**config.mk**
```make
export PLATFORM = sky130hd
export DESIGN_NAME = mse_monitor
export DESIGN_NICKNAME = d
export VERILOG_FILES = /design/src/hdl/mse_pkg.sv /design/src/hdl/mse_slot_mem.sv /design/src/hdl/mse_monitor.sv
export SDC_FILE = /design/constraint.sdc
export NUM_CORES = 1
export LEC_CHECK = 0
export BUFFER_PORTS_ARGS = -buffer_cell sky130_fd_sc_hd__buf_2
export CORE_MARGIN = 2
export CORE_UTILIZATION = 42
export DETAILED_ROUTE_END_ITERATION = 6
export PLACE_DENSITY = 0.71
export SYNTH_ARGS = -nofsm -noshare
export SYNTH_HDL_FRONTEND = slang
export SYNTH_SLANG_ARGS = --single-unit
```
**constraint.sdc**
```tcl
create_clock -name mclk -period 3.3 [get_ports mclk]
set_input_delay 0.99 -clock mclk [delete_from_list [all_inputs] [get_ports mclk]]
set_output_delay 0.99 -clock mclk [all_outputs]
set_load 0.01 [all_outputs]
```
**src/hdl/mse_pkg.sv**
```systemverilog
// Purpose: constants shared by the soft-error monitor design
// Assumes: AXI4-Lite register access, 32-bit data
// Notes: register offsets and layouts are local choices
package mse_pkg;

	// Register byte offsets
	localparam logic [7:0] OFS_CONTROL = 8'h00;
	localparam logic [7:0] OFS_STATE = 8'h04;
	localparam logic [7:0] OFS_INFO = 8'h08;
	localparam logic [7:0] OFS_INDEX = 8'h0C;
	localparam logic [7:0] OFS_DIVIDER = 8'h10;
	localparam logic [7:0] OFS_INJECT = 8'h14;

	// Control fields
	localparam int CTL_TRIGGER_BIT = 0;
	localparam int CTL_PCIE_WATCH_BIT = 1;

	// State register fields
	localparam int ST_IDLE_BIT = 0;
	localparam int ST_DETECT_BIT = 1;
	localparam int ST_WATCHING_BIT = 2;
	localparam int ST_BUSY_BIT = 3;
	localparam int ST_PENDING_BIT = 4;

	// Info register fields
	localparam int INF_UNCORR_BIT = 0;
	localparam int INF_UNCORR_LOST_BIT = 1;
	localparam int INF_CORR_BIT = 2;
	localparam int INF_CORR_LOST_BIT = 3;
	localparam int INF_ADDR_LSB = 4;

	// Reset values
	localparam logic [15:0] DIVIDER_RESET = 16'h00FF;

	// Response codes
	localparam logic [1:0] RESP_OKAY = 2'h0;
	localparam logic [1:0] RESP_SLVERR = 2'h2;

	typedef enum logic [1:0] {
		MON_IDLE = 2'b00,
		MON_WATCHING = 2'b01,
		MON_DETECT = 2'b10
	} mse_mode_t;

endpackage

```
**src/hdl/mse_slot_mem.sv**
```systemverilog
// Purpose: one-indication store per memory, registered read
// Assumes: same clock as the monitor
// Notes: set wins over clear_ind; clear_det wins over set
`timescale 1ns/1ns
`default_nettype none
module mse_slot_mem
	import mse_pkg::*;
#(
	parameter int ADDR_W = 12
)
(
	// Clock and control
	input wire logic mclk,
	input wire logic rst,
	input wire logic ce,
	input wire logic watching,
	input wire logic clear_det,
	input wire logic clear_ind,
	// Upset reports from the memory
	input wire logic uncorr_ev,
	input wire logic corr_ev,
	input wire logic [ADDR_W-1:0] ev_addr,
	// Stored indication
	output logic [3:0] flags,
	output logic [ADDR_W-1:0] addr
);

	logic addr_held;
	logic addr_uncorr;

	always_ff @(posedge mclk)
	begin
		if (rst || (ce && clear_det))
		begin
			flags <= 4'h0;
			addr <= '0;
			addr_held <= 1'b0;
			addr_uncorr <= 1'b0;
		end
		else if (ce)
		begin
			if (clear_ind && !uncorr_ev && !corr_ev)
			begin
				flags <= 4'h0;
				addr_held <= 1'b0;
				addr_uncorr <= 1'b0;
			end
			// Uncorrectable has priority for the shared address
			if (uncorr_ev)
			begin
				if (watching && (!addr_held || !addr_uncorr))
				begin
					flags[INF_UNCORR_BIT] <= 1'b1;
					addr <= ev_addr;
					addr_held <= 1'b1;
					addr_uncorr <= 1'b1;
				end
				else
					flags[INF_UNCORR_LOST_BIT] <= 1'b1;
			end
			if (corr_ev)
			begin
				if (watching && !addr_held && !uncorr_ev)
				begin
					flags[INF_CORR_BIT] <= 1'b1;
					addr <= ev_addr;
					addr_held <= 1'b1;
				end
				else
					flags[INF_CORR_LOST_BIT] <= 1'b1;
			end
		end
	end

endmodule // mse_slot_mem
`default_nettype wire

```
**src/hdl/mse_monitor.sv**
```systemverilog
// Purpose: memory soft-error monitor with AXI4-Lite registers
// Assumes: memories report upsets as one-cycle pulses on reads
// Notes: register offsets are local choices
`timescale 1ns/1ns
`default_nettype none
module mse_monitor
	import mse_pkg::*;
#(
	parameter int NUM_MEM = 4,
	parameter int ADDR_W = 12,
	parameter int PCIE_FIRST = 3
)
(
	// Clock, enable, reset
	input wire logic mclk,
	input wire logic rst,
	input wire logic ce,
	// Upset reports, one bit per memory, pulsed on a read
	input wire logic [NUM_MEM-1:0] mem_uncorr,
	input wire logic [NUM_MEM-1:0] mem_corr,
	input wire logic [NUM_MEM*ADDR_W-1:0] mem_addr,
	// AXI4-Lite write address
	input wire logic [7:0] s_axi_awaddr,
	input wire logic s_axi_awvalid,
	output logic s_axi_awready,
	// AXI4-Lite write data
	input wire logic [31:0] s_axi_wdata,
	input wire logic [3:0] s_axi_wstrb,
	input wire logic s_axi_wvalid,
	output logic s_axi_wready,
	// AXI4-Lite write response
	output logic [1:0] s_axi_bresp,
	output logic s_axi_bvalid,
	input wire logic s_axi_bready,
	// AXI4-Lite read address
	input wire logic [7:0] s_axi_araddr,
	input wire logic s_axi_arvalid,
	output logic s_axi_arready,
	// AXI4-Lite read data
	output logic [31:0] s_axi_rdata,
	output logic [1:0] s_axi_rresp,
	output logic s_axi_rvalid,
	input wire logic s_axi_rready
);

	initial
	begin
		if (NUM_MEM < 1 || NUM_MEM > 16 || ADDR_W < 1 || ADDR_W > 27)
			$error("mse_monitor: unsupported NUM_MEM or ADDR_W");
	end

	localparam int IDX_W = (NUM_MEM > 1) ? $clog2(NUM_MEM) : 1;

	// ------------------------------------------------------------
	// Register bus
	// ------------------------------------------------------------
	logic aw_held;
	logic w_held;
	logic [7:0] aw_addr;
	logic [31:0] w_data;
	logic [3:0] w_strb;
	logic do_write;
	logic wr_mapped;

	logic trigger;
	logic pcie_watch;
	logic [15:0] divider;
	logic [NUM_MEM-1:0] inj_uncorr;
	logic [NUM_MEM-1:0] inj_corr;

	mse_mode_t mode;
	logic busy;
	logic pending;
	logic [3:0] info_flags;
	logic [ADDR_W-1:0] info_addr;
	logic [IDX_W-1:0] info_index;

	assign do_write = aw_held && w_held && !s_axi_bvalid;

	function automatic logic is_mapped(input logic [7:0] a);
		is_mapped = (a == OFS_CONTROL) || (a == OFS_STATE) || (a == OFS_INFO) ||
			(a == OFS_INDEX) || (a == OFS_DIVIDER) || (a == OFS_INJECT);
	endfunction

	assign wr_mapped = is_mapped(aw_addr);

	// Address and data taken in either order
	always_ff @(posedge mclk)
	begin
		if (rst)
		begin
			aw_held <= 1'b0;
			w_held <= 1'b0;
			aw_addr <= 8'h00;
			w_data <= 32'h0000_0000;
			w_strb <= 4'h0;
			s_axi_awready <= 1'b0;
			s_axi_wready <= 1'b0;
			s_axi_bvalid <= 1'b0;
			s_axi_bresp <= RESP_OKAY;
		end
		else if (ce)
		begin
			s_axi_awready <= !aw_held && !s_axi_awready && s_axi_awvalid;
			s_axi_wready <= !w_held && !s_axi_wready && s_axi_wvalid;
			if (s_axi_awvalid && s_axi_awready)
			begin
				aw_held <= 1'b1;
				aw_addr <= s_axi_awaddr;
			end
			if (s_axi_wvalid && s_axi_wready)
			begin
				w_held <= 1'b1;
				w_data <= s_axi_wdata;
				w_strb <= s_axi_wstrb;
			end
			if (do_write)
			begin
				s_axi_bvalid <= 1'b1;
				s_axi_bresp <= wr_mapped ? RESP_OKAY : RESP_SLVERR;
			end
			else if (s_axi_bvalid && s_axi_bready)
			begin
				s_axi_bvalid <= 1'b0;
				aw_held <= 1'b0;
				w_held <= 1'b0;
			end
		end
	end

	// Read path: one cycle to arready, data the cycle after
	always_ff @(posedge mclk)
	begin
		if (rst)
		begin
			s_axi_arready <= 1'b0;
			s_axi_rvalid <= 1'b0;
			s_axi_rdata <= 32'h0000_0000;
			s_axi_rresp <= RESP_OKAY;
		end
		else if (ce)
		begin
			s_axi_arready <= !s_axi_arready && !s_axi_rvalid && s_axi_arvalid;
			if (s_axi_arvalid && s_axi_arready)
			begin
				s_axi_rvalid <= 1'b1;
				s_axi_rresp <= is_mapped(s_axi_araddr) ? RESP_OKAY : RESP_SLVERR;
				s_axi_rdata <= 32'h0000_0000;
				case (s_axi_araddr)
					OFS_CONTROL:
					begin
						s_axi_rdata[CTL_TRIGGER_BIT] <= trigger;
						s_axi_rdata[CTL_PCIE_WATCH_BIT] <= pcie_watch;
					end
					OFS_STATE:
					begin
						s_axi_rdata[ST_IDLE_BIT] <= (mode == MON_IDLE);
						s_axi_rdata[ST_DETECT_BIT] <= (mode == MON_DETECT);
						s_axi_rdata[ST_WATCHING_BIT] <= (mode == MON_WATCHING);
						s_axi_rdata[ST_BUSY_BIT] <= busy;
						s_axi_rdata[ST_PENDING_BIT] <= pending;
					end
					OFS_INFO:
					begin
						s_axi_rdata[INF_CORR_LOST_BIT:INF_UNCORR_BIT] <= info_flags;
						s_axi_rdata[INF_ADDR_LSB +: ADDR_W] <= info_addr;
					end
					OFS_INDEX: s_axi_rdata[IDX_W-1:0] <= info_index;
					OFS_DIVIDER: s_axi_rdata[15:0] <= divider;
					default: s_axi_rdata <= 32'h0000_0000;
				endcase
			end
			else if (s_axi_rvalid && s_axi_rready)
				s_axi_rvalid <= 1'b0;
		end
	end

	// ------------------------------------------------------------
	// Control registers
	// ------------------------------------------------------------
	logic step_done;
	logic wr_ctl;

	assign wr_ctl = do_write && aw_addr == OFS_CONTROL && w_strb[0];

	always_ff @(posedge mclk)
	begin
		if (rst)
		begin
			trigger <= 1'b0;
			pcie_watch <= 1'b0;
			divider <= DIVIDER_RESET;
			inj_uncorr <= '0;
			inj_corr <= '0;
		end
		else if (ce)
		begin
			inj_uncorr <= '0;
			inj_corr <= '0;
			if (wr_ctl)
				pcie_watch <= w_data[CTL_PCIE_WATCH_BIT];
			// One-shot: cleared only once the next state is reached
			if (wr_ctl && w_data[CTL_TRIGGER_BIT])
				trigger <= 1'b1;
			else if (step_done)
				trigger <= 1'b0;
			if (do_write && aw_addr == OFS_DIVIDER)
			begin
				if (w_strb[0])
					divider[7:0] <= w_data[7:0];
				if (w_strb[1])
					divider[15:8] <= w_data[15:8];
			end
			// Test hook: software-raised upset pulses
			if (do_write && aw_addr == OFS_INJECT && w_strb[0])
			begin
				inj_uncorr <= w_data[NUM_MEM-1:0];
				inj_corr <= w_data[16 +: NUM_MEM];
			end
		end
	end

	// ------------------------------------------------------------
	// Memory slots
	// ------------------------------------------------------------
	logic [NUM_MEM-1:0] slot_valid;
	logic [NUM_MEM-1:0] clear_ind;
	logic clear_det;
	logic [3:0] slot_flags [NUM_MEM];
	logic [ADDR_W-1:0] slot_addr [NUM_MEM];

	for (genvar g = 0; g < NUM_MEM; g++)
	begin : g_slot
		logic watched;
		assign watched = (g < PCIE_FIRST) || pcie_watch;
		// Slots log only lost flags outside watching; delivery is gated below
		mse_slot_mem #(
			.ADDR_W(ADDR_W)
		) u_slot (
			.mclk(mclk),
			.rst(rst),
			.ce(ce),
			.watching(mode == MON_WATCHING),
			.clear_det(clear_det),
			.clear_ind(clear_ind[g]),
			.uncorr_ev(watched && (mem_uncorr[g] || inj_uncorr[g])),
			.corr_ev(watched && (mem_corr[g] || inj_corr[g])),
			.ev_addr(mem_addr[g*ADDR_W +: ADDR_W]),
			.flags(slot_flags[g]),
			.addr(slot_addr[g])
		);
		assign slot_valid[g] = |slot_flags[g];
	end

	// ------------------------------------------------------------
	// Monitor state machine
	// ------------------------------------------------------------
	logic [15:0] div_cnt;
	logic tick;
	logic first_done;
	logic [IDX_W-1:0] scan_idx;
	logic scan_found;

	// Transitions advance at the divided rate
	assign tick = (div_cnt == 16'h0000);

	always_ff @(posedge mclk)
	begin
		if (rst)
			div_cnt <= 16'h0000;
		else if (ce)
		begin
			if (!trigger)
				div_cnt <= 16'h0000;
			else
				div_cnt <= tick ? divider : div_cnt - 16'h0001;
		end
	end

	function automatic logic [IDX_W:0] next_valid(input logic [NUM_MEM-1:0] v, input int from);
		next_valid = '0;
		for (int i = NUM_MEM - 1; i >= 0; i--)
		begin
			if (v[i] && i >= from)
				next_valid = {1'b1, IDX_W'(i)};
		end
	endfunction

	logic [IDX_W:0] next_hit;
	assign next_hit = next_valid(slot_valid, (mode == MON_DETECT) ? int'(info_index) + 1 : 0);

	assign step_done = busy && tick && trigger;
	assign clear_det = step_done && !first_done;
	assign scan_found = next_hit[IDX_W];
	assign scan_idx = next_hit[IDX_W-1:0];

	always_ff @(posedge mclk)
	begin
		if (rst)
			busy <= 1'b0;
		else if (ce)
			busy <= trigger && !step_done;
	end

	always_ff @(posedge mclk)
	begin
		if (rst)
		begin
			mode <= MON_IDLE;
			first_done <= 1'b0;
			info_flags <= 4'h0;
			info_addr <= '0;
			info_index <= '0;
			clear_ind <= '0;
		end
		else if (ce)
		begin
			clear_ind <= '0;
			if (step_done)
			begin
				case (mode)
					MON_IDLE:
					begin
						first_done <= 1'b1;
						if (!first_done || !scan_found)
							mode <= MON_WATCHING;
						else
						begin
							mode <= MON_DETECT;
							info_flags <= slot_flags[scan_idx];
							info_addr <= slot_addr[scan_idx];
							info_index <= scan_idx;
							clear_ind[scan_idx] <= 1'b1;
						end
					end
					MON_WATCHING: mode <= MON_IDLE;
					MON_DETECT:
					begin
						if (scan_found)
						begin
							info_flags <= slot_flags[scan_idx];
							info_addr <= slot_addr[scan_idx];
							info_index <= scan_idx;
							clear_ind[scan_idx] <= 1'b1;
						end
						else
						begin
							mode <= MON_WATCHING;
							info_flags <= 4'h0;
						end
					end
					default: mode <= MON_IDLE;
				endcase
			end
		end
	end

	// Pending flag set only while listening, held until detect runs out of slots; set wins over the clear
	always_ff @(posedge mclk)
	begin
		if (rst)
			pending <= 1'b0;
		else if (ce)
		begin
			if (mode == MON_WATCHING && |slot_valid)
				pending <= 1'b1;
			else if (mode == MON_DETECT && !scan_found && step_done)
				pending <= 1'b0;
		end
	end

endmodule // mse_monitor
`default_nettype wire

```
[Yosys cells after proc, flatten, opt, wreduce, memory -nomap -nowiden]
Cells that the tools add are included.
Word-level totals
  logic and storage cells: 330
  register bits: 198
Cells by class
  bitwise operators: 1
  mux-type cells: 128
  reduce and logical (&&, ||, !) cells: 133
  order comparisons: 7
  equal/unequal tests: 15
  $add $sub $neg: 2
Operators by type and width (count)
  two-way mux 12 bit: 20
  two-way mux 1 bit: 63
  logical AND 1 bit: 54
  two-way mux 4 bit: 13
  equality test 8 x 4 -> 1 bit, second input constant: 4
  equality test 8 x 5 -> 1 bit, second input constant: 4
  two-way mux 16 bit: 2
  two-way mux 2 bit: 14
  logical NOT 1 bit: 26
  binary-select mux 12 bit (select 2 bit): 1
  logical OR 1 bit: 24
  case mux 12 bit (2 select lines): 1
  case mux 11 bit (2 select lines): 1
  AND reduction 2 bit: 9
  equality test 8 x 3 -> 1 bit, second input constant: 2
  logical NOT 16 bit: 1
  logical NOT 8 bit: 2
  case mux 4 bit (2 select lines): 2
  OR reduction 16 bit: 1
  OR reduction 4 bit: 4
  subtractor 16 x 1 -> 16 bit, second input constant: 1
  two-way mux 3 bit: 5
  AND reduction 3 bit: 4
  case mux 2 bit (5 select lines): 1
  other kinds (18): 27

[Logic depth before layout (Yosys ltp)]
  word-level depth: 15
  mapped depth: 10

[Cells and area by module]
Synthesis repeated with hierarchy kept, for this count alone.
Unflattened totals
  cells, all modules: 1188
  area total of the unflattened synthesis: 9844.4 um^2
Modules (own cells, without submodules)
  mse_monitor: area each 6311.1 um^2, cells an instance 784, instances 1, sequential area each 2482.4 um^2
  mse_slot_mem: area each 883.3 um^2, cells an instance 101, instances 4, sequential area each 360.3 um^2

[Worst setup path before layout]
Ideal clock, no wire load.
  path kind: in2reg
  start point: input s_axi_araddr[1]
  end point: register s_axi_rdata[10]
  stages: 6
  buffers on the path: 1
  data arrival time: 2.582 ns
  required time: 3.222 ns
  library setup time: 0.078 ns
  slack: 0.640 ns
  path through: nor3_1 -> nand2_1 -> nor4b_1 -> clkbuf_1 -> a221oi_1 -> nor3_1
Between the ends
  cells in the longest elaborated chain, start to end: 2
  elaborated cells on any way between the ends: 3
  those cells by class: eq/ne: 2; mux: 1
RTL lines
  from (decl): line mse_monitor.sv:36  | input wire logic [7:0] s_axi_araddr,
  equality test 8 x 5 -> 1 bit or equality test 8 x 4 -> 1 bit (tied branches): line mse_monitor.sv:149  | case (s_axi_araddr)
  case mux 11 bit (2 select lines) (*): line mse_monitor.sv:149
  to (signal, indexed assignment): line mse_monitor.sv:152  | s_axi_rdata[CTL_TRIGGER_BIT] <= trigger;
  to (signal, indexed assignment): line mse_monitor.sv:153  | s_axi_rdata[CTL_PCIE_WATCH_BIT] <= pcie_watch;
  to (signal, indexed assignment): line mse_monitor.sv:157  | s_axi_rdata[ST_IDLE_BIT] <= (mode == MON_IDLE);
  to (decl): line mse_monitor.sv:40  | output logic [31:0] s_axi_rdata,
Mark *: on every way between the ends. The rest lies on a longest branch, timed or not.
A chain may end at the register's enable or synchronous reset.

[Final worst setup path]
  start point: register info_index[1]
  end point: register info_addr[3]
Between the ends
  cells in the longest elaborated chain, start to end: 14
  elaborated cells on any way between the ends: 26
  those cells by class: add/sub: 1; order compare: 4; eq/ne: 2; mux: 11; bitwise: 1; reduce/logical: 7
RTL lines
  from (decl): line mse_monitor.sv:76  | logic [IDX_W-1:0] info_index;
  from (signal assigned): line mse_monitor.sv:332  | info_index <= scan_idx;
  from (signal assigned): line mse_monitor.sv:343  | info_index <= scan_idx;
  adder 2 x 1 -> 3 bit (*): line mse_monitor.sv:290  | assign next_hit = next_valid(slot_valid, (mode == MON_DETECT) ? int'(info_index) + 1 : 0);
  two-way mux 3 bit (*): line mse_monitor.sv:290
  >= comparator 2 x 3 -> 1 bit: line mse_monitor.sv:284  | if (v[i] && i >= from)
  logical AND 1 bit: line mse_monitor.sv:284
  two-way mux 3 bit (3 in a row): line mse_monitor.sv:284
  two-way mux 3 bit (*): line mse_monitor.sv:284
  NOT 2 -> 3 bit (implied by the code): line mse_monitor.sv:331, mse_monitor.sv:342
  binary-select mux 12 bit (select 2 bit): line mse_monitor.sv:331, mse_monitor.sv:342
  two-way mux 12 bit (implied by the code) (2 in a row): line mse_monitor.sv:331, mse_monitor.sv:342
  two-way mux 12 bit, on equally long branches: line mse_monitor.sv:339, mse_monitor.sv:325
  case mux 12 bit (2 select lines): line mse_monitor.sv:321  | case (mode)
  to (signal assigned): line mse_monitor.sv:331  | info_addr <= slot_addr[scan_idx];
  to (signal assigned): line mse_monitor.sv:342  | info_addr <= slot_addr[scan_idx];
  to (decl): line mse_monitor.sv:75  | logic [ADDR_W-1:0] info_addr;
Mark *: on every way between the ends. The rest lies on a longest branch, timed or not. The select of a mux whose other input is x is not followed.

==> reports/qor.csv <==
stage,metric,value,unit
floorplanning,die_w,147,µm
cts,cts_sinks,196,
floorplanning,start_util,42.8,%
sta,grt_setup_unrepaired,false,
cts,h-tree-depth,4,
sta,period_share,89.9,%
power,power_density,471,nW/µm²
run_status,outcome,completed,
synth,post-synth-top-count-cell,dfxtp_1,
placement,gp_congestion,0.868,
power,p_leak,0.00410,µW
sta,fmax,0.337,GHz
global_routing,grt_max_degree,58,
worst_setup_path,crit_required,3.58,ns
detailed_routing,ant_nets,0,
synth,synth_adder_area_share,0.435,%
sta,fin_setup_tns,0,ns
sta,hold_viol,0,
global_routing,track_usage,20.4,%
placement,dp.cells,1366,
global_routing,grt_pass1_vias,6982,
synth,synth.top_cells.by_area,"dfxtp_1 46%, mux2i_1 7.7%, a21oi_1 6.6%, nor2_1 6.1%, nand2_1 4.4%",
synth,synth_seq_area_share,45.5,%
floorplanning,rows,52,
cells_and_area,design_area,10000,µm²
min_path,whs_path_depth,2,
cts,cts_tree,built,
cts,cts_root_buf,clkbuf_16,
synth,synth_simple_gate_area_share,20.6,%
worst_setup_path,critPathCaptureType,flop,
detailed_routing,vias_per_cell,5.44,
worst_setup_path,startpoint_type,flop,
worst_setup_path,cp_max_fo,10,
min_path,min-delay-start,aw_addr[5],
synth,synthXorXnorAreaFrac,0.102,%
cts,cts-resized-gates,0,
global_routing,grt_overflow,0,
worst_setup_path,r2r_end,info_addr[3],
cts,cts_buffer_depth,2,
min_path,hold_end,aw_addr[5],
cts,path_clk_slew,0.07,ns
cells_and_area,areaGrowthSynthToFinish,16.5,%
detailed_routing,drtIter0Drc,732,
synth,synth.largest_area_cell,dfxtp_1,
worst_setup_path,critical_path_arrival,3.25,ns
synth,ys_types,65,
floorplanning,core_area,20200,µm²
cts,clk_latency,0.44,ns
detailed_routing,dr_total_vias,7604,
cts,postCtsHoldBufs,0,
detailed_routing,drcViolationCount,0,
detailed_routing,routed_wl,22.3,mm
synth,synth-edff-count,0,
power,ir_worst_vdd,0.350,mV
synth,synth_top_area_share,45.5,%
sta,finalMaxSlewViolations,0,
synth,synth_seq_cells,196,
sta,tightestPinTransition,1.06,ns
floorplanning,dieArea,21700,µm²
synth,synth_ff_type,dfxtp_1,
cells_and_area,nNetsFinal,1234,
synth,avgSynthCellArea,8.53,µm²
detailed_routing,drt-pass1-iter-count,7,
synth,synthMuxAreaShare,8.66,%
min_path,hold_class,flop to flop,
synth,yosysWarningCount,0,
placement,io_buffers,124,
cells_and_area,n_antenna_cell,0,
sta,setup_viol,0,
worst_setup_path,r2r_cells,7,
detailed_routing,wire_per_inst,16.0,µm
global_routing,antenna_found_initial,0,
cts,numCtsBuffers,17,
floorplanning,die_h,147,µm
synth,synth_area,8620,µm²
sta,relSlewSlack,28.9,%
sta,skew,0.0110,ns
job,maxCapViolCount,0,
synth,synthArstFlopShare,0,%
cells_and_area,drive_above_1_share,18.5,%
synth,synth_common_cells,"196 x dfxtp_1, 140 x nor2_1, 114 x a21oi_1",
cells_and_area,fin_cells,1398,
cts,post_cts_buffers,0,
worst_setup_path,ff2ff_setup_slack,0.33,ns
placement,post-dp-hpwl,16.0,mm
synth,synth_cells,1011,
sta,period_minus_slack,2.97,ns
global_routing,grt_pass1_wl,35.3,mm
synth,synth_top_family_by_area,simple AND/OR/NAND/NOR gates,
placement,placed_area,9470,µm²
worst_setup_path,r2r_start,info_index[1],
floorplanning,io_pins,157,
synth,synth_compound_area_share,18.2,%
worst_setup_path,crit_type,flop to flop,
==> flip-flops by register name (all words and copies together), names as in the netlist, 2 cells and up <==
| register | cells |
|---|---|
| g_slot.u_slot.addr_uncorr | 4 |
| w_strb | 2 |
| s_axi_rdata | 16 |
| info_flags | 4 |
| inj_uncorr | 4 |
| info_addr | 12 |
| div_cnt | 16 |
| g_slot.u_slot.addr | 48 |
| w_data | 20 |
| divider | 16 |
| inj_corr | 4 |
| aw_addr | 8 |
| mode | 2 |
| g_slot.u_slot.flags | 16 |
| clear_ind | 4 |
| g_slot.u_slot.addr_held | 4 |
| info_index | 2 |
==> worst max path at each step <==
stage	from	to	slack (ns)	cells after the start
6_report	info_index[1]	info_addr[3]	0.33	7
3_3_place_gp	ce	divider[9]	0.36	6
2_1_floorplan	s_axi_araddr[1]	s_axi_rdata[10]	0.64	6
4_1_cts	info_index[1]	info_addr[1]	0.35	8
5_1_grt	info_index[1]	info_addr[3]	0.1	7
3_5_place_dp	ce	divider[15]	0.34	6
==> cell families after synthesis <==
family,after synthesis
buffers and inverters,115
AND/OR/NAND/NOR,383
other,1
flip-flops,196
multiplexers,73
XOR/XNOR,1
adder cells (fa/ha/maj),3
AO/OA/AOI/OAI,239
==> cell type report <==
cell class	instances	area (µm²)
flip-flops and latches	196	3920
multi-input cells	717	4250
fillers	1974	10100
clock buffers	17	425
well taps	270	338
clock inverters	15	153
repair buffers	151	838
inverters	32	120
==> where the power goes <==
part / total [µW] / internal [µW] / switching (µW)
clock: 2030 / 1020 / 1010
sequential: 2400 / 2380 / 15.8
combinational: 305 / 122 / 183
==> critical path, cell delays in order, from the launching register on <==
cell,delay (ns)
dfxtp_1,0.33
ha_1,0.30
or4bb_1,0.52
a221oi_1,0.37
o22a_2,0.31
a31oi_1,0.21
a222oi_1,0.60
a21oi_1,0.17
==> cell usage in the layout (no fill, tap or decap), types with 18 or more instances in the layout <==
cell type  synthesis  final
mux2i_1           66     66
nor2_1           140    140
nor3_1            36     36
nand2b_1          18     18
inv_1             32     32
buf_4             26     27
dfxtp_1          196    196
nand2_1          102    102
conb_1             1     18
nand3_1           19     19
a21oi_1          114    114
buf_2              8    123
==> metrics by stage <==
step                hold WS [ns]  total power, µW  setup slack [ns]  util, %
finish                     0.451             4730             0.333     49.8
floorplan                  0.426             2650             0.640        -
global placement           0.440             2760             0.355     47.0
detailed placement         0.441             2760             0.338     47.0
global route               0.470             4910            0.0969     49.8
CTS                        0.452             4760             0.354     49.8
==> layer usage <==
| layer | part of all wire (%) | global-route usage, % |
|---|---|---|
| met5 | 0 | 0 |
| met4 | 3.6 | 9.04 |
| met2 | 48 | 33.5 |
| met1 | 44 | 26.0 |
| met3 | 5.1 | 4.01 |
No activity file was read; power rests on OpenSTA's default activity.
